**src/seven_lane_consts.svh**
```systemverilog
`ifndef SEVEN_LANE_CONSTS_SVH
`define SEVEN_LANE_CONSTS_SVH

// ==========================================================
// Word and lane shape
`define SD_WORD_BITS      28
`define SD_LANES          4
`define SD_SLOTS          7
`define SD_SLOT_W         3
`define SD_LAST_SLOT      3'h6
`define SD_CLK_HIGH_SLOTS 3'h4

// ==========================================================
// Slot pacing and lock
`define SD_PERIOD_W       12
`define SD_SLOT_STEP      7
`define SD_EDGES_FOR_LOCK 2'h2
`define SD_FIFO_DEPTH     16

// ==========================================================
// Timing
`define SD_CLK_PERIOD_NS  25
`define SD_SETTLE_TIME_MS 10
`define SD_SETTLE_CYCLES  ((`SD_SETTLE_TIME_MS * 1000000 + `SD_CLK_PERIOD_NS - 1) / `SD_CLK_PERIOD_NS)

`endif

```
**src/seven_lane_pkg.sv**
```systemverilog
package seven_lane_pkg;

    typedef enum logic [1:0] {
        TX_OFF,
        TX_SETTLE,
        TX_RUN
    } tx_state_e;

    typedef enum logic [2:0] {
        RX_OFF,
        RX_SETTLE,
        RX_TRAIN,
        RX_FILL,
        RX_RUN
    } rx_state_e;

endpackage

```
**src/slot_timing_if.sv**
```systemverilog
`timescale 1ns/10ps
`default_nettype none
`include "seven_lane_consts.svh"

interface slot_timing_if;
    logic                  rise;
    logic [`SD_SLOT_W-1:0] slot;
    logic                  period_valid;

    modport timer (
        output rise,
        output slot,
        output period_valid
    );

    modport user (
        input rise,
        input slot,
        input period_valid
    );
endinterface

`default_nettype wire

```
**src/stream_fifo.sv**
```systemverilog
`timescale 1ns/10ps
`default_nettype none
`include "seven_lane_consts.svh"

// DEPTH must be a power of two
module stream_fifo #(
    parameter int WIDTH = `SD_WORD_BITS,
    parameter int DEPTH = `SD_FIFO_DEPTH
) (
    input  wire logic             clk,
    input  wire logic             srst,
    input  wire logic             flush,
    input  wire logic             in_valid,
    output logic                  in_ready,
    input  wire logic [WIDTH-1:0] in_data,
    output logic                  out_valid,
    input  wire logic             out_ready,
    output logic      [WIDTH-1:0] out_data
);
    localparam int AW = $clog2(DEPTH);

    logic [WIDTH-1:0] mem [DEPTH];
    logic [AW:0]      wr_ptr;
    logic [AW:0]      rd_ptr;
    logic [AW:0]      next_wr_ptr;
    logic [AW:0]      next_rd_ptr;
    logic             push;
    logic             pop;

    always_comb begin
        in_ready    = (wr_ptr[AW] == rd_ptr[AW]) || (wr_ptr[AW-1:0] != rd_ptr[AW-1:0]);
        out_valid   = wr_ptr != rd_ptr;
        out_data    = mem[rd_ptr[AW-1:0]];
        push        = in_valid & in_ready;
        pop         = out_valid & out_ready;
        next_wr_ptr = flush ? '0 : wr_ptr + (AW+1)'(push);
        next_rd_ptr = flush ? '0 : rd_ptr + (AW+1)'(pop);
    end

    always_ff @(posedge clk) begin
        if (srst) begin
            wr_ptr <= '0;
            rd_ptr <= '0;
        end else begin
            wr_ptr <= next_wr_ptr;
            rd_ptr <= next_rd_ptr;
        end
    end

    always_ff @(posedge clk) begin
        if (push) begin
            mem[wr_ptr[AW-1:0]] <= in_data;
        end
    end
endmodule

`default_nettype wire

```
**src/slot_timer.sv**
```systemverilog
`timescale 1ns/10ps
`default_nettype none
`include "seven_lane_consts.svh"

// Measures the word period and paces seven slots across it
module slot_timer #(
    parameter int PERIOD_W = `SD_PERIOD_W
) (
    input  wire logic    clk,
    input  wire logic    srst,
    input  wire logic    run,
    input  wire logic    clk_level,
    slot_timing_if.timer tim
);
    logic                  prev;
    logic [PERIOD_W-1:0]   phase;
    logic [PERIOD_W-1:0]   period;
    logic [PERIOD_W-1:0]   acc;
    logic [`SD_SLOT_W-1:0] slot;
    logic [1:0]            edges;
    logic [PERIOD_W-1:0]   next_phase;
    logic [PERIOD_W-1:0]   next_period;
    logic [PERIOD_W-1:0]   next_acc;
    logic [`SD_SLOT_W-1:0] next_slot;
    logic [1:0]            next_edges;
    logic [PERIOD_W:0]     stepped;
    logic                  rise;
    logic                  timeout;

    always_comb begin
        rise    = clk_level & ~prev;
        // Link clock lost: no edge within twice the last period
        timeout = (phase == '1) ||
                  ((edges == `SD_EDGES_FOR_LOCK) && ({1'b0, phase} > {period, 1'b0}));
        stepped = {1'b0, acc} + (PERIOD_W+1)'(`SD_SLOT_STEP);
        next_phase  = (phase == '1) ? phase : phase + 1'b1;
        next_period = period;
        next_acc    = acc;
        next_slot   = slot;
        next_edges  = edges;
        if (!run) begin
            next_phase = '0;
            next_acc   = '0;
            next_slot  = '0;
            next_edges = '0;
        end else if (rise) begin
            next_phase  = '0;
            next_acc    = '0;
            next_slot   = '0;
            next_period = phase + 1'b1;
            next_edges  = (edges == `SD_EDGES_FOR_LOCK) ? edges : edges + 1'b1;
        end else if (timeout) begin
            next_edges = '0;
        end else if (stepped >= {1'b0, period}) begin
            // Seven steps of one seventh period each; slot saturates at the last
            next_acc  = PERIOD_W'(stepped - {1'b0, period});
            next_slot = (slot == `SD_LAST_SLOT) ? slot : slot + 1'b1;
        end else begin
            next_acc = stepped[PERIOD_W-1:0];
        end
    end

    always_ff @(posedge clk) begin
        if (srst) begin
            prev   <= 1'b0;
            phase  <= '0;
            period <= '0;
            acc    <= '0;
            slot   <= '0;
            edges  <= '0;
        end else begin
            prev   <= clk_level;
            phase  <= next_phase;
            period <= next_period;
            acc    <= next_acc;
            slot   <= next_slot;
            edges  <= next_edges;
        end
    end

    assign tim.rise         = rise & run;
    assign tim.slot         = slot;
    assign tim.period_valid = (edges == `SD_EDGES_FOR_LOCK) && !timeout;
endmodule

`default_nettype wire

```
**src/seven_to_one_lane_serdes.sv**
```systemverilog
// What this block does
// - Transmitter spreads all 28 input bits over lanes
// - Seven bit slots per lane each word period
// - Four differential data lanes, true and complement
// - Word clock forwarded on its own lane
// - Input word captured on word clock rising edge
// - Transmitter power-down floats all serial outputs
// - Receiver rebuilds 28-bit word from four lanes
// - Forwarded clock locates the receiver bit slots
// - Output clock rising edge qualifies output word
// - Receiver power-down holds parallel outputs
// - Each slot lasts one seventh of period
// - No toggling until settle time after power-up
// - Power-down accepted at any cycle
// - Lost forwarded clock stops output clock, holds data
`timescale 1ns/10ps
`default_nettype none
`include "seven_lane_consts.svh"

module seven_to_one_lane_serdes #(
    parameter int SETTLE_CYCLES = `SD_SETTLE_CYCLES,
    parameter int FIFO_DEPTH    = `SD_FIFO_DEPTH
) (
    input  wire logic                     clk,
    input  wire logic                     srst,
    input  wire logic                     tx_word_clock_in,
    input  wire logic [`SD_WORD_BITS-1:0] tx_parallel_in,
    input  wire logic                     tx_power_down_n,
    output logic      [`SD_LANES-1:0]     tx_serial_lane_p,
    output logic      [`SD_LANES-1:0]     tx_serial_lane_n,
    output logic                          tx_serial_lane_oe,
    output logic                          tx_forwarded_clock_p,
    output logic                          tx_forwarded_clock_n,
    output logic                          tx_forwarded_clock_oe,
    output logic                          tx_overrun,
    input  wire logic [`SD_LANES-1:0]     rx_serial_lane_p,
    input  wire logic [`SD_LANES-1:0]     rx_serial_lane_n,
    input  wire logic                     rx_forwarded_clock_p,
    input  wire logic                     rx_forwarded_clock_n,
    input  wire logic                     rx_power_down_n,
    output logic      [`SD_WORD_BITS-1:0] rx_parallel_out,
    output logic                          rx_word_clock_out,
    output logic                          rx_locked
);
    localparam int WB        = `SD_WORD_BITS;
    localparam int LN        = `SD_LANES;
    localparam int SLOTS     = `SD_SLOTS;
    localparam int TX_SYNC_W = WB + 2;
    localparam int RX_SYNC_W = 2 * LN + 3;
    localparam int SETTLE_W  = $clog2(SETTLE_CYCLES + 1);
    localparam logic [SETTLE_W-1:0] SETTLE_LAST = SETTLE_W'(SETTLE_CYCLES - 1);

    // ==========================================================
    // Pin synchronisers
    logic [TX_SYNC_W-1:0]     tx_meta;
    logic [TX_SYNC_W-1:0]     tx_sync;
    logic [RX_SYNC_W-1:0]     rx_meta;
    logic [RX_SYNC_W-1:0]     rx_sync;
    logic                     tx_pwr;
    logic                     tx_clk_level;
    logic [WB-1:0]            tx_data;
    logic                     rx_pwr;
    logic                     rx_clk_level;
    logic [LN-1:0]            rx_bits;
    logic [LN-1:0]            rx_lane_d;

    always_ff @(posedge clk) begin
        if (srst) begin
            tx_meta   <= '0;
            tx_sync   <= '0;
            rx_meta   <= '0;
            rx_sync   <= '0;
            rx_lane_d <= '0;
        end else begin
            tx_meta   <= {tx_power_down_n, tx_word_clock_in, tx_parallel_in};
            tx_sync   <= tx_meta;
            rx_meta   <= {rx_power_down_n, rx_forwarded_clock_p, rx_forwarded_clock_n,
                          rx_serial_lane_p, rx_serial_lane_n};
            rx_sync   <= rx_meta;
            // Matches the edge detector's extra stage on the clock lane
            rx_lane_d <= rx_bits;
        end
    end

    always_comb begin
        tx_pwr       = tx_sync[WB+1];
        tx_clk_level = tx_sync[WB];
        tx_data      = tx_sync[WB-1:0];
        rx_pwr       = rx_sync[2*LN+2];
        rx_clk_level = rx_sync[2*LN+1] & ~rx_sync[2*LN];
        rx_bits      = rx_sync[2*LN-1:LN] & ~rx_sync[LN-1:0];
    end

    // ==========================================================
    // Slot timing for both ends
    slot_timing_if tx_tim ();
    slot_timing_if rx_tim ();

    slot_timer u_tx_timer (
        .clk       (clk),
        .srst      (srst),
        .run       (tx_pwr),
        .clk_level (tx_clk_level),
        .tim       (tx_tim.timer)
    );

    slot_timer u_rx_timer (
        .clk       (clk),
        .srst      (srst),
        .run       (rx_pwr),
        .clk_level (rx_clk_level),
        .tim       (rx_tim.timer)
    );

    // ==========================================================
    // Transmit word buffer
    logic                     tx_push;
    logic                     tx_pop;
    logic                     tx_fifo_ready;
    logic                     tx_head_valid;
    logic [WB-1:0]            tx_head;

    stream_fifo #(
        .WIDTH (WB),
        .DEPTH (FIFO_DEPTH)
    ) u_tx_fifo (
        .clk       (clk),
        .srst      (srst),
        .flush     (~tx_pwr),
        .in_valid  (tx_push),
        .in_ready  (tx_fifo_ready),
        .in_data   (tx_data),
        .out_valid (tx_head_valid),
        .out_ready (tx_pop),
        .out_data  (tx_head)
    );

    // ==========================================================
    // Transmitter
    seven_lane_pkg::tx_state_e tx_state;
    seven_lane_pkg::tx_state_e next_tx_state;
    logic [SETTLE_W-1:0]      tx_settle;
    logic [SETTLE_W-1:0]      next_tx_settle;
    logic [WB-1:0]            tx_word;
    logic [WB-1:0]            next_tx_word;
    logic                     next_tx_overrun;
    logic [LN-1:0]            tx_lane_bit;
    logic [LN-1:0]            next_lane_p;
    logic [LN-1:0]            next_lane_n;
    logic                     next_fclk;
    logic                     next_tx_oe;

    // Lane l slot k carries word bit l*7+k, slot 0 first
    for (genvar l = 0; l < LN; l++) begin : g_tx_lane
        assign tx_lane_bit[l] = tx_word[l * SLOTS + int'(tx_tim.slot)];
    end

    always_comb begin
        next_tx_state   = tx_state;
        next_tx_settle  = tx_settle;
        next_tx_word    = tx_word;
        next_tx_overrun = tx_overrun;
        tx_push         = 1'b0;
        tx_pop          = 1'b0;
        case (tx_state)
            seven_lane_pkg::TX_OFF: begin
                next_tx_state  = seven_lane_pkg::TX_SETTLE;
                next_tx_settle = '0;
            end
            seven_lane_pkg::TX_SETTLE: begin
                if (tx_settle != SETTLE_LAST) begin
                    next_tx_settle = tx_settle + 1'b1;
                end else if (tx_tim.period_valid && tx_tim.rise) begin
                    next_tx_state = seven_lane_pkg::TX_RUN;
                end
            end
            seven_lane_pkg::TX_RUN: begin
                if (!tx_tim.period_valid) begin
                    next_tx_state = seven_lane_pkg::TX_SETTLE;
                end
            end
            default: begin
                next_tx_state = seven_lane_pkg::TX_OFF;
            end
        endcase
        // Power-down wins in any cycle, mid-word or not
        if (!tx_pwr) begin
            next_tx_state   = seven_lane_pkg::TX_OFF;
            next_tx_overrun = 1'b0;
            next_tx_word    = '0;
        end
        if ((next_tx_state == seven_lane_pkg::TX_RUN) && tx_tim.rise) begin
            tx_push      = 1'b1;
            tx_pop       = tx_head_valid;
            // Empty buffer sends an all-zero word rather than repeating one
            next_tx_word = tx_head_valid ? tx_head : '0;
        end
        if (tx_push && !tx_fifo_ready) begin
            next_tx_overrun = 1'b1;
        end
    end

    always_comb begin
        next_tx_oe  = tx_pwr && (tx_state != seven_lane_pkg::TX_OFF);
        next_lane_p = '0;
        next_lane_n = '1;
        next_fclk   = 1'b0;
        if (tx_state == seven_lane_pkg::TX_RUN) begin
            next_lane_p = tx_lane_bit;
            next_lane_n = ~tx_lane_bit;
            next_fclk   = tx_tim.slot < `SD_CLK_HIGH_SLOTS;
        end
    end

    always_ff @(posedge clk) begin
        if (srst) begin
            tx_state              <= seven_lane_pkg::TX_OFF;
            tx_settle             <= '0;
            tx_word               <= '0;
            tx_overrun            <= 1'b0;
            tx_serial_lane_p      <= '0;
            tx_serial_lane_n      <= '0;
            tx_serial_lane_oe     <= 1'b0;
            tx_forwarded_clock_p  <= 1'b0;
            tx_forwarded_clock_n  <= 1'b0;
            tx_forwarded_clock_oe <= 1'b0;
        end else begin
            tx_state              <= next_tx_state;
            tx_settle             <= next_tx_settle;
            tx_word               <= next_tx_word;
            tx_overrun            <= next_tx_overrun;
            tx_serial_lane_p      <= next_lane_p;
            tx_serial_lane_n      <= next_lane_n;
            tx_serial_lane_oe     <= next_tx_oe;
            tx_forwarded_clock_p  <= next_fclk;
            tx_forwarded_clock_n  <= ~next_fclk;
            tx_forwarded_clock_oe <= next_tx_oe;
        end
    end

    // ==========================================================
    // Receiver
    seven_lane_pkg::rx_state_e rx_state;
    seven_lane_pkg::rx_state_e next_rx_state;
    logic [SETTLE_W-1:0]      rx_settle;
    logic [SETTLE_W-1:0]      next_rx_settle;
    logic [WB-1:0]            rx_asm;
    logic [WB-1:0]            rx_asm_in;
    logic [WB-1:0]            next_rx_asm;
    logic [WB-1:0]            next_rx_out;
    logic                     next_rx_clk;
    logic                     rx_filling;

    // Same map as the transmitter, inverted
    for (genvar b = 0; b < WB; b++) begin : g_rx_bit
        assign rx_asm_in[b] = (rx_tim.slot == `SD_SLOT_W'(b % SLOTS)) ?
                              rx_lane_d[b / SLOTS] : rx_asm[b];
    end

    always_comb begin
        next_rx_state  = rx_state;
        next_rx_settle = rx_settle;
        next_rx_out    = rx_parallel_out;
        next_rx_clk    = rx_word_clock_out;
        case (rx_state)
            seven_lane_pkg::RX_OFF: begin
                next_rx_state  = seven_lane_pkg::RX_SETTLE;
                next_rx_settle = '0;
            end
            seven_lane_pkg::RX_SETTLE: begin
                if (rx_settle != SETTLE_LAST) begin
                    next_rx_settle = rx_settle + 1'b1;
                end else begin
                    next_rx_state = seven_lane_pkg::RX_TRAIN;
                end
            end
            seven_lane_pkg::RX_TRAIN: begin
                if (rx_tim.period_valid && rx_tim.rise) begin
                    next_rx_state = seven_lane_pkg::RX_FILL;
                end
            end
            seven_lane_pkg::RX_FILL: begin
                if (!rx_tim.period_valid) begin
                    next_rx_state = seven_lane_pkg::RX_TRAIN;
                end else if (rx_tim.rise) begin
                    next_rx_state = seven_lane_pkg::RX_RUN;
                end
            end
            seven_lane_pkg::RX_RUN: begin
                if (!rx_tim.period_valid) begin
                    next_rx_state = seven_lane_pkg::RX_TRAIN;
                end
            end
            default: begin
                next_rx_state = seven_lane_pkg::RX_OFF;
            end
        endcase
        if (!rx_pwr) begin
            next_rx_state = seven_lane_pkg::RX_OFF;
        end
        rx_filling  = (rx_state == seven_lane_pkg::RX_FILL) ||
                      (rx_state == seven_lane_pkg::RX_RUN);
        next_rx_asm = rx_filling ? rx_asm_in : rx_asm;
        // Outside RUN the word and clock simply hold their last level
        if ((next_rx_state == seven_lane_pkg::RX_RUN) && rx_tim.rise) begin
            next_rx_out = rx_asm_in;
            next_rx_clk = 1'b0;
        end else if ((next_rx_state == seven_lane_pkg::RX_RUN) &&
                     (rx_tim.slot >= `SD_CLK_HIGH_SLOTS)) begin
            // Rises mid-word so the data is set up well before it
            next_rx_clk = 1'b1;
        end
    end

    always_ff @(posedge clk) begin
        if (srst) begin
            rx_state          <= seven_lane_pkg::RX_OFF;
            rx_settle         <= '0;
            rx_asm            <= '0;
            rx_parallel_out   <= '0;
            rx_word_clock_out <= 1'b0;
            rx_locked         <= 1'b0;
        end else begin
            rx_state          <= next_rx_state;
            rx_settle         <= next_rx_settle;
            rx_asm            <= next_rx_asm;
            rx_parallel_out   <= next_rx_out;
            rx_word_clock_out <= next_rx_clk;
            rx_locked         <= next_rx_state == seven_lane_pkg::RX_RUN;
        end
    end
endmodule

`default_nettype wire

```
**config.mk**
```make
export PLATFORM = sky130hd
export DESIGN_NAME = seven_to_one_lane_serdes
export DESIGN_NICKNAME = d
export VERILOG_FILES = /design/src/seven_lane_pkg.sv /design/src/slot_timing_if.sv /design/src/stream_fifo.sv /design/src/slot_timer.sv /design/src/seven_to_one_lane_serdes.sv
export VERILOG_INCLUDE_DIRS = /design/src
export SDC_FILE = /design/constraint.sdc
export NUM_CORES = 1
export LEC_CHECK = 0
export ABC_CLOCK_PERIOD_IN_PS = 14050
export BUFFER_PORTS_ARGS = -buffer_cell sky130_fd_sc_hd__buf_2
export CAP_MARGIN = 20
export CORE_ASPECT_RATIO = 1.5
export CORE_MARGIN = 8
export CORE_UTILIZATION = 65
export DETAILED_ROUTE_END_ITERATION = 12
export MAX_ROUTING_LAYER = met4
export PLACE_DENSITY = 0.81
export SLEW_MARGIN = 20
export SYNTH_ARGS = -nofsm -noshare
export SYNTH_HDL_FRONTEND = slang
export SYNTH_SLANG_ARGS = --single-unit
```
**constraint.sdc**
```tcl
create_clock -name clk -period 14.05 [get_ports clk]
set_clock_uncertainty 0.2 [all_clocks]
set_input_delay 1.405 -clock clk [delete_from_list [all_inputs] [get_ports clk]]
set_output_delay 1.405 -clock clk [all_outputs]
set_load 0.02 [all_outputs]
```
==> summary.txt, run 1 <==
Outcome
  • Status: complete, no violations

Placement
  • GP Congestion: 0.858
  • Area after DPL: ~33,000 µm²
  • Final HPWL DP: ~43,000 µm
  • Port buffer count: 85
  • Placed insts: 2,910

Critical path
  • Critical path's largest stage delay: around 1 ns
  • Critical Path RT: around 14 ns
  • Worst-path fanout max: 25
  • WP data arrival: 5.20 ns
  • R2R setup slack: between 8 and 9 ns
  • Reg2Reg Depth: 10
  • CP Class: reg2reg
  • CP Launch Type: flop
  • Endpoint class of the critical path: flop
  • Slowest stage cell on the critical path: nor4_2
  • FF-to-FF End: u_tx_fifo.mem[12][23]
  • Critical R2R Launch: u_tx_timer.period[5]
  • Cells along the critical path: inv_1 -> ha_1 -> a211oi_1 -> nor2_1 -> o21a_1 -> o31a_1 -> nor2_2 -> nand4_2 -> nor4_2 -> buf_4

Layout
  • Area delta synth->final: 10.3%
  • Final net count: approximately 2,400
  • Final instance area: 35,000 µm²
  • Most common cell after layout, fill and taps aside: edfxtp_1
  • Post-route insts no fill: 3,035
  • Most frequent cells in the layout: edfxtp_1, dfxtp_1, nor2_1
  • Number of diodes: 0
  • Share of layout cells above drive strength 1: between 10% and 20%

Synth
  • Yosys reg bits: 769
  • Syn Area/Cell: between 10 and 15 µm²
  • Post-synth cell types: 85
  • Asr flop ratio synth: 0%
  • Mapped Area: ~32,000 µm²
  • Ys flop type: edfxtp_1
  • Yosys Warn Count: 0
  • Post-synth EDFFs: about 450
  • Post-Syn Nets: 2,385
  • Seq/Total Area, Yosys: a little over three fifths
  • Mapped Cells: ~2,300

Global route
  • First-pass GRT wire length: 108,000 µm
  • Grt ovf: 0
  • Initial antenna violation count: 0
  • Largest net degree at the start of global routing: 98
  • Met1 Track Usage GR: ~29%
  • GRT met3 Usage: 4.07%
  • GRT Total Usage: approximately 25%
  • Number of global-route vias before repair: 19,400
  • Most Used Layer, Global Route: met2
  • M2 GR Usage: between 40% and 50%

Routing
  • Vias: ~19,000
  • Post-route ant nets: 0
  • Drt first pass iters: 5
  • WL final: around 69,000 µm
  • Initial DRC Count: 1,533
  • Routed len/inst: 22.7 µm
  • Via density: between 6 and 7
  • DRC Markers: 0

Clock tree
  • Clock buffer depth: 3
  • Post-CTS sizing: 0
  • Hold Buf Count CTS: 0
  • Num CTS Buffers: 70
  • Clock-pin slew on the worst setup and hold paths: about 0.06 ns
  • Root buf cell: clkbuf_16
  • TritonCTS clock tree: built
  • CTS Sinks: approximately 770
  • Clk_lat worst skew: 0.60 ns
  • H-tree depth: 3
  • Post-CTS setup buffer count: 0

Timing
  • Final min period: approximately 5.1 ns
  • Slew Limit Fails: 0
  • Worst-margin pin slew: ~1 ns
  • Unrepaired setup endpoints after global routing: false
  • Final setup viols: 0
  • Tcrit/Tclk final: a little over a third
  • Max Clk Rate: 195 MHz
  • Worst Hold Margin: approximately 0.23 ns
  • Fin Setup TNS: 0 ns
  • Final hold vios: 0
  • Slew headroom: between 30% and 40%

Die
  • Die Width: just under 200 µm
  • Die area: 56,200 µm²
  • Io pins: 86
  • Die Ht: 286 µm
  • Initial Util: 65.4%
  • Core area: approximately 48,000 µm²
  • FP Rows: 99

Hold path
  • HP Class: reg2reg
  • Hold Crit Endpoint: tx_sync[25]
  • Hold Path Cell Cnt: 1
  • Launch point of the worst hold path: tx_meta[25]

Power
  • Maximum VDD drop: roughly 130 µV
  • Final total power: 4.46 mW
  • Leak: ~13 nW
  • Pwr per Cell Area: approximately 130 nW/µm²

Run
  • Max_cap viols: 0
==> routing by layer <==
| metal | routed length [µm] | up-vias | part of all wire, % |
|---|---|---|---|
| li1 | - | 8606 | - |
| met3 | 4050 | 139 | 5.9 |
| met2 | 36800 | 638 | 53 |
| met1 | 25800 | 9437 | 37 |
| met5 | 0 | - | 0 |
| met4 | 2250 | 0 | 3.3 |
==> how the worst max path moves through the flow <==
stage	start	to	slack (ns)	cells after the start
floorplan	u_tx_timer.period[5]	u_tx_fifo.mem[0][0]	8.49	9
global placement	u_tx_timer.period[5]	u_tx_fifo.mem[12][19]	9.22	10
detailed placement	u_tx_timer.period[5]	u_tx_fifo.mem[12][16]	9.00	10
CTS	u_tx_timer.period[5]	u_tx_fifo.mem[12][23]	8.92	10
global route	u_tx_timer.period[5]	u_tx_fifo.mem[12][18]	8.56	10
finish	u_tx_timer.period[5]	u_tx_fifo.mem[12][23]	8.91	10
==> worst max-delay path: cells and delay by family, from the launching register on <==
family / cells / cell delay, ns
DFF: 1 / 0.33
buffers and inverters: 2 / 0.50
adders and majority gates: 1 / 0.31
and+or+nand+nor: 4 / 2.66
AOI/OAI and AO/OA: 3 / 0.78
==> state kept, by name, indices dropped and copies added (netlist names), 11 cells and up <==
register	flops
rx_asm	28
rx_parallel_out	28
rx_sync	11
u_rx_timer.phase	12
u_tx_timer.phase	12
u_rx_timer.acc	12
u_tx_timer.period	12
tx_settle	19
u_tx_fifo.mem	448
u_rx_timer.period	12
tx_word	28
rx_meta	11
u_tx_timer.acc	12
rx_settle	19
tx_sync	30
tx_meta	30
==> cell families after synthesis <==
family,synth area share [%]
muxes,12.5
AOI/OAI and AO/OA,6.54
DFF,62.7
xor gates and xnor gates,2.82
buffers and inverters,2.59
adders and majority gates,2.85
and+or+nand+nor,9.93
==> Yosys cell counts (all sizes together) (4+ instances only) <==
cell	instances	share of area, %
edfxtp	448	42
dfxtp	321	20
nor2	173	2.1
mux4	153	11
nand2	112	1.3
nor2b	100	2.0
clkbuf	89	1.1
a21oi	87	1.4
inv	81	0.96
ha	69	2.7
nand3	60	0.95
xor2	58	1.6
a211oi	53	1.3
mux2i	47	1.5
xnor2	44	1.2
nor3	39	0.63
buf	37	0.58
o21ai	35	0.55
and3	27	0.53
o2bb2ai	27	0.75
nand4	22	0.49
nor4	16	0.34
and2	15	0.30
nand2b	14	0.28
a311oi	13	0.36
a21o	11	0.26
o21a	9	0.21
or2	8	0.16
o31ai	7	0.17
or3	7	0.14
a31oi	6	0.14
a21boi	5	0.12
nor3b	5	0.12
o211ai	5	0.12
a32o	4	0.13
mux2	4	0.15
nor4b	4	0.11
==> power by group <==
part           total [mW]  internal (mW)  leakage [nW]  switching (mW)
logic               0.169         0.0703          3.96          0.0985
clock network        1.88           1.07          1.11           0.806
registers            2.41           2.39          7.56          0.0234
==> metrics by stage <==
step                utilization, %  setup WS, ns
floorplan                        -          8.49
global placement              67.5          9.22
detailed placement            67.5          9.00
CTS                           72.2          8.92
global route                  72.2          8.56
finish                        72.2          8.91
==> cell type report <==
class / count / area [µm²]
clock buffer: 100 / 2000
multi-input combinational: 1295 / 11100
inverter: 81 / 304
timing repair buffer: 109 / 612
tap: 656 / 821
fill: 3012 / 13500
clock inverter: 25 / 251
sequential: 769 / 19900
Note: power is estimated with default switching activity, not from simulation.
==> run 2, diff against run 1 <==
- ABC_CLOCK_PERIOD_IN_PS: 14050 -> 4200
- CORE_UTILIZATION: 65 -> 56
- PLACE_DENSITY: 0.81 -> 0.74
- clock period: 14.05 -> 4.2 ns (I/O delays scaled with it)
==> run 2 against run 1 <==
Final cell count increased by 5.4%. First-iteration DRC count decreased by 7.9%. Design area increased by 2.3%. Core utilization decreased by 8.7 points. Sequential power increased to 3.3 times the previous value. Register-to-register slack got worse by 8.6 ns. Die area increased by 15%. Count of clock-buffer cells in the layout decreased by 1. Largest cell class unchanged. Clock power increased to 3.3 times the previous value.
==> summary.txt, run 2 (synthesized netlist as in run 1, its figures left out) <==
Critical path
  • WP data arrival: about 4.1 ns
  • Critical Path RT: 4.50 ns
  • CP Class: reg2reg
  • Cells along the critical path: inv_1 -> ha_1 -> nand2b_1 -> nand4_1 -> xnor2_1 -> ha_1 -> a21o_1 -> nor2b_1 -> or4b_4 -> a21oi_4 -> buf_4 -> nor2_4 -> mux2_4 -> a32o_1
  • Critical path's largest stage delay: roughly 0.52 ns
  • Endpoint class of the critical path: flop
  • Worst-path fanout max: 10
  • Slowest stage cell on the critical path: or4b_4
  • CP Launch Type: flop
  • Most common cell on crit path: ha_1

Die
  • FP Rows: between 100 and 150
  • Die Width: 210 µm
  • Io pins: 86
  • Initial Util: between 50% and 60%
  • Core area: 56,400 µm²
  • Die Ht: ~300 µm
  • Die area: roughly 65,000 µm²

Clock tree
  • Clock-pin slew on the worst setup and hold paths: 0.06 ns
  • Clock buffer depth: 3
  • CTS Sinks: 769
  • Num CTS Buffers: 70
  • Root buf cell: clkbuf_16
  • Clk_lat worst skew: around 0.63 ns
  • TritonCTS clock tree: built
  • Post-CTS setup buffer count: 0
  • Post-CTS sizing: 0
  • Hold Buf Count CTS: about 40
  • H-tree depth: 3

Timing
  • Final setup viols: 0
  • Slew headroom: 27.5%
  • Slew Limit Fails: 0
  • Max Clk Rate: 260 MHz
  • Tcrit/Tclk final: just over 90%
  • Final min period: around 3.8 ns
  • Final hold vios: 0
  • Worst-margin pin slew: roughly 1.1 ns
  • Unrepaired setup endpoints after global routing: false

Routing
  • Drt first pass iters: 5
  • Vias: between 15,000 and 20,000
  • Routed len/inst: between 20 and 25 µm
  • Post-route ant nets: 0
  • DRC Markers: 0
  • Via density: between 5 and 6
  • WL final: 68,100 µm
  • Initial DRC Count: around 1,400

Outcome
  • Status: complete, no violations

Power
  • Switching Share: roughly a fifth
  • Gate power share: under 10%
  • Leak: 13.0 nW
  • Pwr per Cell Area: approximately 420 nW/µm²
  • Maximum VDD drop: between 200 and 300 µV
  • Net Sw Power: roughly 3.2 mW
  • Cell-internal power: ~12 mW
  • Fraction of power consumed by sequential logic: between 50% and 60%
  • Clk pwr share: between 40% and 50%

Layout
  • Number of diodes: 0
  • Final design utilization: 63.4%
  • Area delta synth->final: 12.9%
  • Max reg flops: around 450
  • Final instance area: between 30,000 and 40,000 µm²
  • Most frequent cells in the layout: edfxtp_1, dfxtp_1, nor2_1
  • Most common cell after layout, fill and taps aside: edfxtp_1
  • Final net count: 2,495
  • Share of layout cells above drive strength 1: 17.5%

Global route
  • First-pass GRT wire length: 106,000 µm
  • Largest net degree at the start of global routing: roughly 120
  • Grt ovf: 0
  • Initial antenna violation count: 0
  • Number of global-route vias before repair: ~19,000
  • GRT Total Usage: 21.7%

Hold path
  • HP Class: in2reg

Placement
  • Port buffer count: between 80 and 90
  • GP Congestion: 0.858
  • Final HPWL DP: roughly 41,000 µm
  • Area after DPL: approximately 33,000 µm²

Run
  • Max_cap viols: 0
[run 2: worst paths after layout]
path / to / from / cells after the start / slack [ns]
hold / removal: rx_sync[4] / srst / 2 / 0.04
setup reg to reg: u_tx_timer.acc[10] / u_tx_timer.acc[0] / 14 / 0.36
hold reg to reg: rx_lane_d[0] / rx_sync[0] / 1 / 0.19
setup / recovery: u_tx_timer.acc[10] / u_tx_timer.acc[0] / 14 / 0.36
[run 2: through the flow]
step / hold slack, ns / TNS (ns) / cells / setup slack, ns / power, mW
final: 0.0398 / 0 / 3199 / 0.358 / 14.9
after global routing: 0.0762 / 0 / 3199 / 0.130 / 15.3
after CTS: 0.0475 / 0 / 3199 / 0.359 / 15.0
after detailed placement: 0.185 / 0 / 3031 / 0.382 / 8.82
after global placement: 0.185 / 0 / 3031 / 0.435 / 8.79
after floorplan: 0.172 / -192.34 / 2271 / -1.14 / 8.65
[run 2: worst max-delay path: cells and delay by family, from the launching register on]
| kind | cells | cell delay (ns) |
|---|---|---|
| simple gates | 5 | 1.04 |
| fa+ha+maj | 2 | 0.61 |
| compound gates | 3 | 0.60 |
| flops | 1 | 0.41 |
| xor+xnor | 1 | 0.32 |
| mux | 1 | 0.31 |
| buf+inv | 2 | 0.24 |
[run 2: cell type report]
class                      count  area (µm²)
clock buffer                  99        1930
clock inverter                28         279
fill                        3970       20600
inverter                      81         304
multi-input combinational   1295       11100
sequential                   769       19900
tap                          763         955
timing repair buffer         164        1250
[run 2: power by group through the flow]
stage	clock [mW]	combinational [mW]	sequential (mW)
2_1_floorplan	0	0.447	8.20
3_3_place_gp	0	0.576	8.22
3_5_place_dp	0	0.592	8.22
4_1_cts	6.29	0.625	8.06
5_1_grt	6.59	0.682	8.06
6_report	6.18	0.621	8.06
[run 2: metal layers]
layer / part of all wire [%] / track usage (%)
met5: 0 / -
met4: 3.1 / 8.67
met3: 4.6 / 2.72
met2: 54 / 38.7
met1: 39 / 24.6
